==> src/shared/eatf_pkg.sv <==
/*
  Constants, field layouts and carrier types for the explicit address
  transmit frame decoder.
  Assumes byte-wide host frames, most significant byte first in outer fields.
*/
`default_nettype none
package eatf_pkg;
  // Frame codes
  localparam logic [7:0] DELIM = 8'h7e;
  localparam logic [7:0] TYPE_EXPLICIT = 8'h11;
  localparam logic [7:0] STATUS_TYPE = 8'h8b;
  localparam logic [7:0] CSUM_GOOD = 8'hff;
  // Byte offsets within the frame
  localparam logic [15:0] OFF_TYPE = 16'h0003;
  localparam logic [15:0] OFF_FID = 16'h0004;
  localparam logic [15:0] OFF_DEST64 = 16'h0005;
  localparam logic [15:0] OFF_DEST16 = 16'h000d;
  localparam logic [15:0] OFF_SRC_EP = 16'h000f;
  localparam logic [15:0] OFF_DST_EP = 16'h0010;
  localparam logic [15:0] OFF_CLUSTER = 16'h0011;
  localparam logic [15:0] OFF_PROFILE = 16'h0013;
  localparam logic [15:0] OFF_RADIUS = 16'h0015;
  localparam logic [15:0] OFF_OPTIONS = 16'h0016;
  localparam logic [15:0] OFF_PAYLOAD = 16'h0017;
  // Header bytes from type through options
  localparam logic [15:0] MIN_LEN = 16'h0014;
  // Addressing
  localparam logic [63:0] BCAST64 = 64'h0000_0000_0000_ffff;
  localparam logic [15:0] ADDR16_UNKNOWN = 16'hfffe;
  // Endpoints
  localparam logic [7:0] EP_RES_LO = 8'hdc;
  localparam logic [7:0] EP_RES_HI = 8'hee;
  localparam logic [7:0] EP_DATA = 8'he8;
  localparam logic [7:0] EP_DEVOBJ = 8'he6;
  localparam logic [7:0] EP_SS_SERVER = 8'he5;
  localparam logic [7:0] EP_SS_CLIENT = 8'he4;
  localparam logic [7:0] EP_SS_AUTH = 8'he3;
  // Clusters and profiles
  localparam logic [15:0] CL_TRANSPARENT = 16'h0011;
  localparam logic [15:0] CL_LOOPBACK = 16'h0012;
  localparam logic [15:0] PROF_NATIVE = 16'hc105;
  localparam logic [15:0] PROF_DEVICE = 16'h0000;
  // Transmit option bits
  localparam int OPT_NO_ACK_BIT = 0;
  localparam int OPT_ALL_PAN_BIT = 1;
  localparam int OPT_SECURE_BIT = 4;
  localparam logic [7:0] OPT_USED_MASK = 8'h13;
  localparam logic [7:0] SECURE_REDUCE = 8'h04;
  // Payload store
  localparam int MEM_AW = 8;
  localparam int MEM_DEPTH = 256;
  // Register byte addresses
  localparam logic [7:0] REG_CTRL = 8'h00;
  localparam logic [7:0] REG_MAX_HOPS = 8'h04;
  localparam logic [7:0] REG_DEF_OPTS = 8'h08;
  localparam logic [7:0] REG_MAX_PAYLOAD = 8'h0c;
  localparam logic [7:0] REG_COUNTS = 8'h10;
  localparam logic [7:0] REG_LAST = 8'h14;
  // Register fields and reset values
  localparam int CTRL_VARIANT_BIT = 0;
  localparam logic CTRL_VARIANT_RST = 1'b0;
  localparam logic [7:0] MAX_HOPS_RST = 8'h00;
  localparam logic [7:0] DEF_OPTS_RST = 8'h00;
  localparam logic [7:0] MAX_PAYLOAD_RST = 8'hff;

  typedef enum logic [2:0] {ST_HUNT, ST_LEN_HI, ST_LEN_LO, ST_BODY, ST_CSUM, ST_DRAIN} eatf_state_t;
  typedef enum logic [1:0] {EPC_OTHER, EPC_DATA, EPC_DEVOBJ, EPC_SECURE} eatf_ep_class_t;
  typedef enum logic [2:0] {ERR_NONE, ERR_TYPE, ERR_SHORT, ERR_CSUM, ERR_PAYLOAD} eatf_err_t;

  typedef struct packed {
    logic [7:0] frame_id;
    logic [63:0] dest64;
    logic [15:0] dest16;
    logic [7:0] src_ep;
    logic [7:0] dst_ep;
    logic [15:0] cluster;
    logic [15:0] profile;
    logic [7:0] radius;
    logic [7:0] options;
    logic [15:0] payload_len;
    logic broadcast;
    logic no_ack;
    logic all_pans;
    logic secure;
    logic transparent;
    logic loopback;
    logic native_profile;
    eatf_ep_class_t ep_class;
  } eatf_req_t;

  typedef struct packed {
    logic [7:0] frame_type;
    logic [7:0] frame_id;
  } eatf_status_t;

  typedef struct packed {
    logic [7:0] data;
    logic last;
  } eatf_pl_t;
endpackage
`default_nettype wire

==> src/rtl/eatf_decoder.sv <==
/*
  Explicit address transmit frame decoder: parses host frames byte by byte,
  checks them, publishes the decoded request, a status request and the payload.
  Assumes a Wishbone classic master and a byte source with valid/ready.
*/
`default_nettype none
module eatf_decoder (
  // Clock and reset
  input wire logic core_clk,
  input wire logic rst_n,
  // Wishbone slave
  input wire logic wb_cyc_i,
  input wire logic wb_stb_i,
  input wire logic wb_we_i,
  input wire logic [7:0] wb_adr_i,
  input wire logic [31:0] wb_dat_i,
  input wire logic [3:0] wb_sel_i,
  output logic [31:0] wb_dat_o,
  output logic wb_ack_o,
  // Host frame bytes
  input wire logic [7:0] rx_data,
  input wire logic rx_valid,
  output logic rx_ready,
  // Decoded request
  output var eatf_pkg::eatf_req_t req,
  output logic req_valid,
  // Status response request
  output var eatf_pkg::eatf_status_t status,
  output logic status_valid,
  // Payload stream
  output var eatf_pkg::eatf_pl_t pl,
  output logic pl_valid,
  input wire logic pl_ready
);
  eatf_pkg::eatf_state_t state_reg;
  eatf_pkg::eatf_err_t err_reg;
  eatf_pkg::eatf_err_t final_err;
  logic [15:0] pos_reg;
  logic [15:0] len_reg;
  logic [7:0] sum_reg;
  logic [15:0] pcnt_reg;
  logic [15:0] rd_cnt_reg;
  logic [7:0] fid_reg;
  logic [63:0] dest64_reg;
  logic [15:0] dest16_reg;
  logic [7:0] src_ep_reg;
  logic [7:0] dst_ep_reg;
  logic [15:0] cluster_reg;
  logic [15:0] profile_reg;
  logic [7:0] radius_reg;
  logic [7:0] opt_reg;
  logic variant_reg;
  logic [7:0] max_hops_reg;
  logic [7:0] def_opts_reg;
  logic [7:0] max_pl_reg;
  logic [15:0] good_cnt_reg;
  logic [15:0] bad_cnt_reg;
  logic [7:0] last_fid_reg;
  eatf_pkg::eatf_err_t last_err_reg;
  logic pl_last_reg;
  logic [7:0] mem_q;
  logic rx_acc;
  logic rd_en;
  logic wr_en;
  logic wb_req;
  logic [7:0] csum_total;
  logic [7:0] opt_eff;
  logic [7:0] pl_limit;
  logic bcast;
  logic [7:0] src_eff;
  logic [7:0] dst_eff;
  logic data_ep;

  function automatic logic [7:0] map_ep(input logic [7:0] ep, input logic variant);
    if (variant && (ep < eatf_pkg::EP_RES_LO || ep > eatf_pkg::EP_RES_HI)) begin
      return eatf_pkg::EP_DATA;
    end
    return ep;
  endfunction

  function automatic eatf_pkg::eatf_ep_class_t class_ep(input logic [7:0] ep);
    if (ep == eatf_pkg::EP_DATA) begin
      return eatf_pkg::EPC_DATA;
    end else if (ep == eatf_pkg::EP_DEVOBJ) begin
      return eatf_pkg::EPC_DEVOBJ;
    end else if (ep == eatf_pkg::EP_SS_SERVER || ep == eatf_pkg::EP_SS_CLIENT || ep == eatf_pkg::EP_SS_AUTH) begin
      return eatf_pkg::EPC_SECURE;
    end
    return eatf_pkg::EPC_OTHER;
  endfunction

  // Input stalls only while the payload drains
  assign rx_ready = (state_reg != eatf_pkg::ST_DRAIN);
  assign rx_acc = rx_valid && rx_ready;
  assign csum_total = sum_reg + rx_data;
  assign opt_eff = ((opt_reg == 8'h00) ? def_opts_reg : opt_reg) & eatf_pkg::OPT_USED_MASK;
  assign bcast = (dest64_reg == eatf_pkg::BCAST64);
  assign src_eff = map_ep(src_ep_reg, variant_reg);
  assign dst_eff = map_ep(dst_ep_reg, variant_reg);
  assign data_ep = (dst_eff == eatf_pkg::EP_DATA);

  // Secure sessions shrink the allowed payload
  always_comb begin
    if (!opt_eff[eatf_pkg::OPT_SECURE_BIT]) begin
      pl_limit = max_pl_reg;
    end else if (max_pl_reg > eatf_pkg::SECURE_REDUCE) begin
      pl_limit = max_pl_reg - eatf_pkg::SECURE_REDUCE;
    end else begin
      pl_limit = 8'h00;
    end
  end

  // Verdict at the checksum byte
  always_comb begin
    if (err_reg != eatf_pkg::ERR_NONE) begin
      final_err = err_reg;
    end else if (csum_total != eatf_pkg::CSUM_GOOD) begin
      final_err = eatf_pkg::ERR_CSUM;
    end else if (pcnt_reg > {8'h00, pl_limit}) begin
      final_err = eatf_pkg::ERR_PAYLOAD;
    end else begin
      final_err = eatf_pkg::ERR_NONE;
    end
  end

  // Frame sequencer
  always_ff @(posedge core_clk or negedge rst_n) begin
    if (!rst_n) begin
      state_reg <= eatf_pkg::ST_HUNT;
      pos_reg <= 16'h0000;
      len_reg <= 16'h0000;
    end else begin
      case (state_reg)
        eatf_pkg::ST_HUNT: begin
          if (rx_acc && rx_data == eatf_pkg::DELIM) begin
            state_reg <= eatf_pkg::ST_LEN_HI;
          end
        end
        eatf_pkg::ST_LEN_HI: begin
          if (rx_acc) begin
            len_reg <= {rx_data, 8'h00};
            state_reg <= eatf_pkg::ST_LEN_LO;
          end
        end
        eatf_pkg::ST_LEN_LO: begin
          if (rx_acc) begin
            len_reg <= {len_reg[15:8], rx_data};
            pos_reg <= eatf_pkg::OFF_TYPE;
            state_reg <= ({len_reg[15:8], rx_data} == 16'h0000) ? eatf_pkg::ST_CSUM : eatf_pkg::ST_BODY;
          end
        end
        eatf_pkg::ST_BODY: begin
          if (rx_acc) begin
            pos_reg <= pos_reg + 16'h0001;
            if (pos_reg == len_reg + 16'h0002) begin
              state_reg <= eatf_pkg::ST_CSUM;
            end
          end
        end
        eatf_pkg::ST_CSUM: begin
          if (rx_acc) begin
            state_reg <= (final_err == eatf_pkg::ERR_NONE && pcnt_reg != 16'h0000) ?
              eatf_pkg::ST_DRAIN : eatf_pkg::ST_HUNT;
          end
        end
        eatf_pkg::ST_DRAIN: begin
          if (pl_valid && pl_ready && pl_last_reg) begin
            state_reg <= eatf_pkg::ST_HUNT;
          end
        end
        default: begin
          state_reg <= eatf_pkg::ST_HUNT;
        end
      endcase
    end
  end

  // Field capture, checksum and error tracking
  always_ff @(posedge core_clk or negedge rst_n) begin
    if (!rst_n) begin
      sum_reg <= 8'h00;
      err_reg <= eatf_pkg::ERR_NONE;
      pcnt_reg <= 16'h0000;
      fid_reg <= 8'h00;
      dest64_reg <= 64'h0000_0000_0000_0000;
      dest16_reg <= eatf_pkg::ADDR16_UNKNOWN;
      src_ep_reg <= 8'h00;
      dst_ep_reg <= 8'h00;
      cluster_reg <= 16'h0000;
      profile_reg <= 16'h0000;
      radius_reg <= 8'h00;
      opt_reg <= 8'h00;
    end else if (rx_acc && state_reg == eatf_pkg::ST_LEN_LO) begin
      sum_reg <= 8'h00;
      pcnt_reg <= 16'h0000;
      err_reg <= ({len_reg[15:8], rx_data} < eatf_pkg::MIN_LEN) ? eatf_pkg::ERR_SHORT : eatf_pkg::ERR_NONE;
    end else if (rx_acc && state_reg == eatf_pkg::ST_BODY) begin
      sum_reg <= csum_total;
      if (pos_reg == eatf_pkg::OFF_TYPE) begin
        if (rx_data != eatf_pkg::TYPE_EXPLICIT && err_reg == eatf_pkg::ERR_NONE) begin
          err_reg <= eatf_pkg::ERR_TYPE;
        end
      end else if (pos_reg == eatf_pkg::OFF_FID) begin
        fid_reg <= rx_data;
      end else if (pos_reg < eatf_pkg::OFF_DEST16) begin
        dest64_reg <= {dest64_reg[55:0], rx_data};
      end else if (pos_reg < eatf_pkg::OFF_SRC_EP) begin
        dest16_reg <= {dest16_reg[7:0], rx_data};
      end else if (pos_reg == eatf_pkg::OFF_SRC_EP) begin
        src_ep_reg <= rx_data;
      end else if (pos_reg == eatf_pkg::OFF_DST_EP) begin
        dst_ep_reg <= rx_data;
      end else if (pos_reg < eatf_pkg::OFF_PROFILE) begin
        cluster_reg <= {cluster_reg[7:0], rx_data};
      end else if (pos_reg < eatf_pkg::OFF_RADIUS) begin
        profile_reg <= {profile_reg[7:0], rx_data};
      end else if (pos_reg == eatf_pkg::OFF_RADIUS) begin
        radius_reg <= rx_data;
      end else if (pos_reg == eatf_pkg::OFF_OPTIONS) begin
        opt_reg <= rx_data;
      end else begin
        pcnt_reg <= pcnt_reg + 16'h0001;
      end
    end
  end

  // Payload bytes beyond the store are counted but not kept
  assign wr_en = rx_acc && state_reg == eatf_pkg::ST_BODY && pos_reg >= eatf_pkg::OFF_PAYLOAD &&
    pcnt_reg < 16'(eatf_pkg::MEM_DEPTH);

  // Decoded request and status publication
  always_ff @(posedge core_clk or negedge rst_n) begin
    if (!rst_n) begin
      req <= '0;
      req_valid <= 1'b0;
      status <= '0;
      status_valid <= 1'b0;
    end else begin
      req_valid <= 1'b0;
      status_valid <= 1'b0;
      if (rx_acc && state_reg == eatf_pkg::ST_CSUM && final_err == eatf_pkg::ERR_NONE) begin
        req_valid <= 1'b1;
        req.frame_id <= fid_reg;
        req.dest64 <= dest64_reg;
        req.dest16 <= dest16_reg;
        req.src_ep <= src_eff;
        req.dst_ep <= dst_eff;
        req.cluster <= cluster_reg;
        req.profile <= profile_reg;
        req.radius <= bcast ? ((radius_reg == 8'h00) ? max_hops_reg : radius_reg) : 8'h00;
        req.options <= opt_eff;
        req.payload_len <= pcnt_reg;
        req.broadcast <= bcast;
        req.no_ack <= opt_eff[eatf_pkg::OPT_NO_ACK_BIT];
        req.all_pans <= opt_eff[eatf_pkg::OPT_ALL_PAN_BIT];
        req.secure <= opt_eff[eatf_pkg::OPT_SECURE_BIT];
        req.transparent <= data_ep && cluster_reg == eatf_pkg::CL_TRANSPARENT;
        req.loopback <= data_ep && cluster_reg == eatf_pkg::CL_LOOPBACK && !variant_reg;
        req.native_profile <= profile_reg == eatf_pkg::PROF_NATIVE || profile_reg == eatf_pkg::PROF_DEVICE;
        req.ep_class <= class_ep(dst_eff);
        if (fid_reg != 8'h00) begin
          status_valid <= 1'b1;
          status.frame_id <= fid_reg;
          status.frame_type <= eatf_pkg::STATUS_TYPE;
        end
      end
    end
  end

  // Frame statistics
  always_ff @(posedge core_clk or negedge rst_n) begin
    if (!rst_n) begin
      good_cnt_reg <= 16'h0000;
      bad_cnt_reg <= 16'h0000;
      last_fid_reg <= 8'h00;
      last_err_reg <= eatf_pkg::ERR_NONE;
    end else if (rx_acc && state_reg == eatf_pkg::ST_CSUM) begin
      last_fid_reg <= fid_reg;
      last_err_reg <= final_err;
      if (final_err == eatf_pkg::ERR_NONE) begin
        good_cnt_reg <= good_cnt_reg + 16'h0001;
      end else begin
        bad_cnt_reg <= bad_cnt_reg + 16'h0001;
      end
    end
  end

  // Payload drain from the store
  assign rd_en = state_reg == eatf_pkg::ST_DRAIN && rd_cnt_reg < req.payload_len && (!pl_valid || pl_ready);

  always_ff @(posedge core_clk or negedge rst_n) begin
    if (!rst_n) begin
      rd_cnt_reg <= 16'h0000;
      pl_valid <= 1'b0;
      pl_last_reg <= 1'b0;
    end else if (state_reg != eatf_pkg::ST_DRAIN) begin
      rd_cnt_reg <= 16'h0000;
      pl_valid <= 1'b0;
      pl_last_reg <= 1'b0;
    end else if (rd_en) begin
      rd_cnt_reg <= rd_cnt_reg + 16'h0001;
      pl_valid <= 1'b1;
      pl_last_reg <= (rd_cnt_reg + 16'h0001 == req.payload_len);
    end else if (pl_ready) begin
      pl_valid <= 1'b0;
    end
  end

  assign pl = {mem_q, pl_last_reg};

  eatf_payload_mem u_mem (
    .core_clk(core_clk),
    .rst_n(rst_n),
    .wr_en(wr_en),
    .wr_addr(pcnt_reg[eatf_pkg::MEM_AW-1:0]),
    .wr_data(rx_data),
    .rd_en(rd_en),
    .rd_addr(rd_cnt_reg[eatf_pkg::MEM_AW-1:0]),
    .rd_data(mem_q)
  );

  // Wishbone slave, one wait state per access
  assign wb_req = wb_cyc_i && wb_stb_i && !wb_ack_o;

  always_ff @(posedge core_clk or negedge rst_n) begin
    if (!rst_n) begin
      wb_ack_o <= 1'b0;
    end else begin
      wb_ack_o <= wb_req;
    end
  end

  always_ff @(posedge core_clk or negedge rst_n) begin
    if (!rst_n) begin
      variant_reg <= eatf_pkg::CTRL_VARIANT_RST;
      max_hops_reg <= eatf_pkg::MAX_HOPS_RST;
      def_opts_reg <= eatf_pkg::DEF_OPTS_RST;
      max_pl_reg <= eatf_pkg::MAX_PAYLOAD_RST;
    end else if (wb_cyc_i && wb_stb_i && wb_ack_o && wb_we_i && wb_sel_i[0]) begin
      if (wb_adr_i == eatf_pkg::REG_CTRL) begin
        variant_reg <= wb_dat_i[eatf_pkg::CTRL_VARIANT_BIT];
      end else if (wb_adr_i == eatf_pkg::REG_MAX_HOPS) begin
        max_hops_reg <= wb_dat_i[7:0];
      end else if (wb_adr_i == eatf_pkg::REG_DEF_OPTS) begin
        def_opts_reg <= wb_dat_i[7:0];
      end else if (wb_adr_i == eatf_pkg::REG_MAX_PAYLOAD) begin
        max_pl_reg <= wb_dat_i[7:0];
      end
    end
  end

  always_ff @(posedge core_clk or negedge rst_n) begin
    if (!rst_n) begin
      wb_dat_o <= 32'h0000_0000;
    end else if (wb_req && !wb_we_i) begin
      if (wb_adr_i == eatf_pkg::REG_CTRL) begin
        wb_dat_o <= {31'h0000_0000, variant_reg};
      end else if (wb_adr_i == eatf_pkg::REG_MAX_HOPS) begin
        wb_dat_o <= {24'h00_0000, max_hops_reg};
      end else if (wb_adr_i == eatf_pkg::REG_DEF_OPTS) begin
        wb_dat_o <= {24'h00_0000, def_opts_reg};
      end else if (wb_adr_i == eatf_pkg::REG_MAX_PAYLOAD) begin
        wb_dat_o <= {24'h00_0000, max_pl_reg};
      end else if (wb_adr_i == eatf_pkg::REG_COUNTS) begin
        wb_dat_o <= {bad_cnt_reg, good_cnt_reg};
      end else if (wb_adr_i == eatf_pkg::REG_LAST) begin
        wb_dat_o <= {21'h00_0000, last_err_reg, last_fid_reg};
      end else begin
        wb_dat_o <= 32'h0000_0000;
      end
    end
  end

  // Checks
  hunt_resync_a: assert property (@(posedge core_clk) disable iff (!rst_n)
    state_reg == eatf_pkg::ST_HUNT && rx_valid && rx_data == eatf_pkg::DELIM |=> state_reg == eatf_pkg::ST_LEN_HI)
    else $error("delimiter did not start a frame");
  zero_fid_quiet_a: assert property (@(posedge core_clk) disable iff (!rst_n)
    req_valid && req.frame_id == 8'h00 |-> !status_valid)
    else $error("status raised for zero frame id");
  status_match_a: assert property (@(posedge core_clk) disable iff (!rst_n)
    status_valid |-> req_valid && status.frame_id == req.frame_id && status.frame_type == eatf_pkg::STATUS_TYPE)
    else $error("status frame id or type wrong");
  type_reject_a: assert property (@(posedge core_clk) disable iff (!rst_n)
    rx_acc && state_reg == eatf_pkg::ST_CSUM && err_reg == eatf_pkg::ERR_TYPE |=> !req_valid && !status_valid)
    else $error("wrong frame type acted on");
  csum_reject_a: assert property (@(posedge core_clk) disable iff (!rst_n)
    rx_acc && state_reg == eatf_pkg::ST_CSUM && csum_total != eatf_pkg::CSUM_GOOD |=> !req_valid ##1 !pl_valid)
    else $error("bad checksum frame acted on");
  ep_map_a: assert property (@(posedge core_clk) disable iff (!rst_n)
    req_valid && variant_reg && (dst_ep_reg < eatf_pkg::EP_RES_LO || dst_ep_reg > eatf_pkg::EP_RES_HI)
    |-> req.dst_ep == eatf_pkg::EP_DATA)
    else $error("endpoint not mapped to data endpoint");
  loopback_off_a: assert property (@(posedge core_clk) disable iff (!rst_n)
    req_valid && $past(variant_reg) |-> !req.loopback)
    else $error("loopback accepted in variant mode");
  radius_default_a: assert property (@(posedge core_clk) disable iff (!rst_n)
    req_valid && req.broadcast && radius_reg == 8'h00 |-> req.radius == $past(max_hops_reg))
    else $error("radius did not take max hops setting");
  opts_default_a: assert property (@(posedge core_clk) disable iff (!rst_n)
    req_valid && opt_reg == 8'h00 |-> req.options == ($past(def_opts_reg) & eatf_pkg::OPT_USED_MASK))
    else $error("default options not applied");
  secure_limit_a: assert property (@(posedge core_clk) disable iff (!rst_n)
    req_valid && req.secure |-> req.payload_len == 16'h0000 || req.payload_len + 16'h0004 <= {8'h00, $past(max_pl_reg)})
    else $error("secure payload over reduced limit");
endmodule
`default_nettype wire

==> src/rtl/eatf_payload_mem.sv <==
/*
  Payload store: one write port, one read port with registered read data.
  Assumes writer and reader never touch the same entry in one cycle.
*/
`default_nettype none
module eatf_payload_mem (
  // Clock and reset
  input wire logic core_clk,
  input wire logic rst_n,
  // Write port
  input wire logic wr_en,
  input wire logic [eatf_pkg::MEM_AW-1:0] wr_addr,
  input wire logic [7:0] wr_data,
  // Read port
  input wire logic rd_en,
  input wire logic [eatf_pkg::MEM_AW-1:0] rd_addr,
  output logic [7:0] rd_data
);
  logic [7:0] mem [eatf_pkg::MEM_DEPTH];

  always_ff @(posedge core_clk) begin
    if (wr_en) begin
      mem[wr_addr] <= wr_data;
    end
  end

  // Read data holds while the reader stalls
  always_ff @(posedge core_clk or negedge rst_n) begin
    if (!rst_n) begin
      rd_data <= 8'h00;
    end else if (rd_en) begin
      rd_data <= mem[rd_addr];
    end
  end
endmodule
`default_nettype wire

==> config.mk <==
export PLATFORM = sky130hd
export DESIGN_NAME = eatf_decoder
export DESIGN_NICKNAME = d
export VERILOG_FILES = /design/src/shared/eatf_pkg.sv /design/src/rtl/eatf_decoder.sv /design/src/rtl/eatf_payload_mem.sv
export SDC_FILE = /design/constraint.sdc
export NUM_CORES = 2
export LEC_CHECK = 0
export BUFFER_PORTS_ARGS = -buffer_cell sky130_fd_sc_hd__buf_4
export CORE_MARGIN = 2
export CORE_UTILIZATION = 30
export DETAILED_ROUTE_END_ITERATION = 8
export GPL_ROUTABILITY_DRIVEN = 1
export SLEW_MARGIN = 25
export SYNTH_ARGS = -nofsm -noshare
export SYNTH_HDL_FRONTEND = slang
export SYNTH_SLANG_ARGS = --single-unit
export TNS_END_PERCENT = 30
==> constraint.sdc <==
create_clock -name core_clk -period 6.35 [get_ports core_clk]
set_clock_uncertainty 0.15 [all_clocks]
set_input_delay 0.635 -clock core_clk [delete_from_list [all_inputs] [get_ports core_clk]]
set_output_delay 0.635 -clock core_clk [all_outputs]
set_load 0.005 [all_outputs]
==> impl_metrics.tcl <==
set metrics [dict create \
    worstHoldEndpoint "u_mem.mem[24][0]" \
    vias_per_cell 5.08 \
    multi_input_comb_area_um2 26500 \
    slowest_delay_ns 0.53 \
    dr_total_vias 56691 \
    postCtsSetupRepairBufs 0 \
    instances_no_fill 11154 \
    placementRows 215 \
    cp-end-kind "flop" \
    number_of_antenna_violations_at_the_first_check_in_global_routing 15 \
    post_drt_wl_per_cell_um 24.7 \
    hold_depth 1 \
    synth_compound_gate_area_share_pct 4.16 \
    global_route.overflow_total 0 \
    bufs_on_longest_clock_path 4 \
    htreeDepth 5 \
    io_buffers 261 \
    dp_hpwl_um 170000 \
    fillers 32114 \
    synth_simple_gate_area_share_pct 6.04 \
    synth.lib_cells_used.distinct 90 \
    largest_register_ffs 2048 \
    top_level_ports 298 \
    synth.mux.area_fraction_pct 13.9 \
    initial_drt_markers 6546 \
    max-vdd-ir-drop_mv 0.240 \
    cts_root_buffer "sky130_fd_sc_hd__clkbuf_16" \
    yosys.cell_count.top_type "sky130_fd_sc_hd__edfxtp_1" \
    r2r_cells 17 \
    post_route_cells_drive_above_1_share_pct 21.3 \
    post_synth_fa_ha_maj_area_fraction_pct 0.578 \
    crit_chain "or4_1 -> nor2_1 -> a21oi_1 -> nor2_1 -> nand2_1 -> nor2_1 -> a21oi_1 -> ha_1 -> nand4_1 -> or2_0 -> a21o_1 -> nand4bb_1 -> nor4_2 -> buf_12 -> buf_4 -> nand2_1 -> nand2_1" \
    setup_viol_count_final 0 \
    period_share_pct 71.3 \
    num-nets-final 6489 \
    ff2ff_setup_slack_ns 1.82 \
    timing.fmax_mhz 221 \
    hold_path_startpoint "rx_data[0]" \
    timing_hold_violations_final 0 \
    grt_setup_unrepaired "false" \
    cp_num_buf_inv 2 \
    numClockSinks 2568 \
    syn-instance-count 6037 \
    run_status "completed" \
    initial_utilization_pct 30.1 \
    die_w_um 590 \
    min_period_ns 4.53 \
    synth_area_um2 103000 \
    tritoncts "done" \
    fin_ws_ns 1.82 \
    groute.usage.overall_pct 15.4 \
    dpl_worst_slack_ns 1.65 \
    drt-total-wl_um 275000 \
    synth_largest_type_area_fraction_pct 59.7 \
    timing_max_transition_violations_final 0 \
    mapped_avg_cell_area_um2 17.1 \
    synth.top_cells.by_count "2048 x sky130_fd_sc_hd__edfxtp_1, 627 x sky130_fd_sc_hd__nand2_1, 497 x sky130_fd_sc_hd__dfrtp_1" \
    synth_warnings 0 \
    timing.critical_path.max_delay_family "simple AND/OR/NAND/NOR gates" \
    worst_pin_slew_ns 1.07 \
    drt.antenna.violating_nets 0 \
    crit_type "flop to flop" \
    max-cap-violations 0 \
    critPathSlowestCell "sky130_fd_sc_hd__or4_1" \
    die_area_um2 348000 \
    asyncSetResetFlopFracSynth_pct 20.2 \
    grt_start_max_net_pins 207 \
    cts_buffers 278 \
    post_synth_top_flop "sky130_fd_sc_hd__edfxtp_1" \
    dpl.cell_count 10642 \
    area.sequential_um2 74600 \
    worst_setup_hold_path_clk_slew_ns 0.06 \
    fin_tns_setup_ns 0 \
    slew-limit-headroom_pct 28.8 \
    critPathRequiredTime_ns 7.01 \
    critical_path_peak_fanout 132 \
    synth_top_family_by_area "multiplexers" \
    placeableCoreArea_um2 342000 \
    grt_first_pass_wirelength_um 399000 \
    drt_drc_violations_left 0 \
    power_density_nw_per_um2 316 \
    classification_of_the_worst_slack_hold_path "input port to flop" \
    synth.largest_area_cell "sky130_fd_sc_hd__edfxtp_1" \
    critical_path.startpoint_type "flop" \
    regToRegEndpoint "req[158]" \
    synth.yosys.seq_area_share_pct 72.4 \
    dr.pass1.iters 5 \
    vias_in_the_first_global_route 57140 \
    clock_insertion_delay_worst_skew_ns 0.87 \
    leakagePower_nw 40.1 \
    layout-area-overhead-vs-synth_pct 15.7 \
    routabilityCongestion 0.834 \
    synth_top_cells_by_area "sky130_fd_sc_hd__edfxtp_1 60%, sky130_fd_sc_hd__dfrtp_1 12%, sky130_fd_sc_hd__mux4_2 8.7%" \
    timing.rr.start "opt_reg[2]" \
    timing.critical_path.arrival_ns 5.19 \
    synth_edf_count 2048 \
    synth_seq_cells 2568 \
    xor_xnor_share_of_the_synthesized_area_pct 0.978 \
    die_y_um 590 \
]
-- cell families (layout without fill, tap and decap cells) --
logic type | count (synthesis) | count (layout)
DFF | 2568 | 2568
and+or+nand+nor | 1389 | 1389
muxes | 908 | 908
AOI/OAI and AO/OA | 608 | 608
buffers and inverters | 401 | 949
xor gates and xnor gates | 115 | 115
adders and majority gates | 47 | 47
other | 1 | 13
-- how the worst max path moves through the flow --
stage,from,endpoint,slack (ns),cells past startpoint
2_1_floorplan,opt_reg[4],good_cnt_reg[5],2.47,17
3_3_place_gp,opt_reg[4],req[155],1.73,17
3_5_place_dp,opt_reg[2],req[37],1.65,16
4_1_cts,opt_reg[2],req[37],1.61,16
5_1_grt,opt_reg[2],req[158],1.40,16
6_report,opt_reg[2],req[158],1.82,17
-- worst reg2reg max path: stages (launching register included) --
cell	delay [ns]
sky130_fd_sc_hd__dfrtp_1	0.38
sky130_fd_sc_hd__or4_1	0.53
sky130_fd_sc_hd__nor2_1	0.24
sky130_fd_sc_hd__a21oi_1	0.17
sky130_fd_sc_hd__nor2_1	0.22
sky130_fd_sc_hd__nand2_1	0.08
sky130_fd_sc_hd__nor2_1	0.09
sky130_fd_sc_hd__a21oi_1	0.05
sky130_fd_sc_hd__ha_1	0.32
sky130_fd_sc_hd__nand4_1	0.13
sky130_fd_sc_hd__or2_0	0.23
sky130_fd_sc_hd__a21o_1	0.21
sky130_fd_sc_hd__nand4bb_1	0.20
sky130_fd_sc_hd__nor4_2	0.26
sky130_fd_sc_hd__buf_12	0.50
sky130_fd_sc_hd__buf_4	0.51
sky130_fd_sc_hd__nand2_1	0.13
sky130_fd_sc_hd__nand2_1	0.09
-- cell type report --
class	count	area share [%]
diodes	4	0.00840
clock buffers	362	6.29
clock inverters	128	1.02
inverters	43	0.135
multi-input cells	3076	22.2
flip-flops and latches	2568	62.6
well taps	4557	4.78
repair buffers	416	2.97
-- power by group --
| group | internal (mW) | leakage [nW] | switching (mW) |
|---|---|---|---|
| combinational | 1.08 | 10.5 | 1.69 |
| clock | 9.16 | 4.27 | 6.57 |
| sequential | 18.6 | 25.4 | 0.597 |
-- metal layers --
metal | routed length [um] | up-vias | track usage (%)
li1 | - | 24219 | -
met1 | 118000 | 29655 | 21.8
met2 | 125000 | 2427 | 23.8
met3 | 25800 | 390 | 3.61
met4 | 7080 | 0 | 3.97
met5 | 0 | - | 0
-- layout by cell type (no fill, tap or decap), types with 32 or more instances in the layout --
master	Yosys	routed
sky130_fd_sc_hd__a211oi_1	43	43
sky130_fd_sc_hd__a21oi_1	69	69
sky130_fd_sc_hd__a221oi_1	33	33
sky130_fd_sc_hd__a22oi_1	115	115
sky130_fd_sc_hd__and3_1	32	32
sky130_fd_sc_hd__buf_4	69	367
sky130_fd_sc_hd__clkbuf_1	135	66
sky130_fd_sc_hd__clkbuf_16	0	282
sky130_fd_sc_hd__clkinv_1	0	43
sky130_fd_sc_hd__clkinv_2	0	41
sky130_fd_sc_hd__dfrtp_1	497	492
sky130_fd_sc_hd__edfxtp_1	2048	2048
sky130_fd_sc_hd__ha_1	46	46
sky130_fd_sc_hd__inv_1	41	41
sky130_fd_sc_hd__mux2_1	32	32
sky130_fd_sc_hd__mux2_2	151	151
sky130_fd_sc_hd__mux2i_1	329	329
sky130_fd_sc_hd__mux4_2	396	396
sky130_fd_sc_hd__nand2_1	627	621
sky130_fd_sc_hd__nand3_1	75	75
sky130_fd_sc_hd__nand4_1	61	61
sky130_fd_sc_hd__nor2_1	395	390
sky130_fd_sc_hd__nor4_1	37	36
sky130_fd_sc_hd__o211ai_1	100	100
sky130_fd_sc_hd__o21ai_0	92	92
sky130_fd_sc_hd__o22ai_1	34	34
sky130_fd_sc_hd__xnor2_1	53	53
sky130_fd_sc_hd__xor2_1	62	62
-- timing repair --
| action | 4_1_cts | 5_1_grt |
|---|---|---|
| setup endpoints to repair | 0 | 0 |
| hold buffers | 15 | 0 |
| hold endpoints to repair | 168 | 0 |
| gates resized for setup | 0 | 0 |
-- stage by stage --
stage | cell area, um^2 | utilization [%] | total power, mW | hold WS (ns)
6_report | 119000 | 34.8 | 37.7 | 0.0277
5_1_grt | 119000 | 34.8 | 38.9 | 0.00921
4_1_cts | 119000 | 34.8 | 38.0 | 0.0142
3_5_place_dp | 110000 | 32.2 | 22.3 | 0.307
3_3_place_gp | 110000 | 32.2 | 22.2 | 0.306
2_1_floorplan | 103000 | - | 21.0 | 0.189
Power figures use the tool's default switching activity.
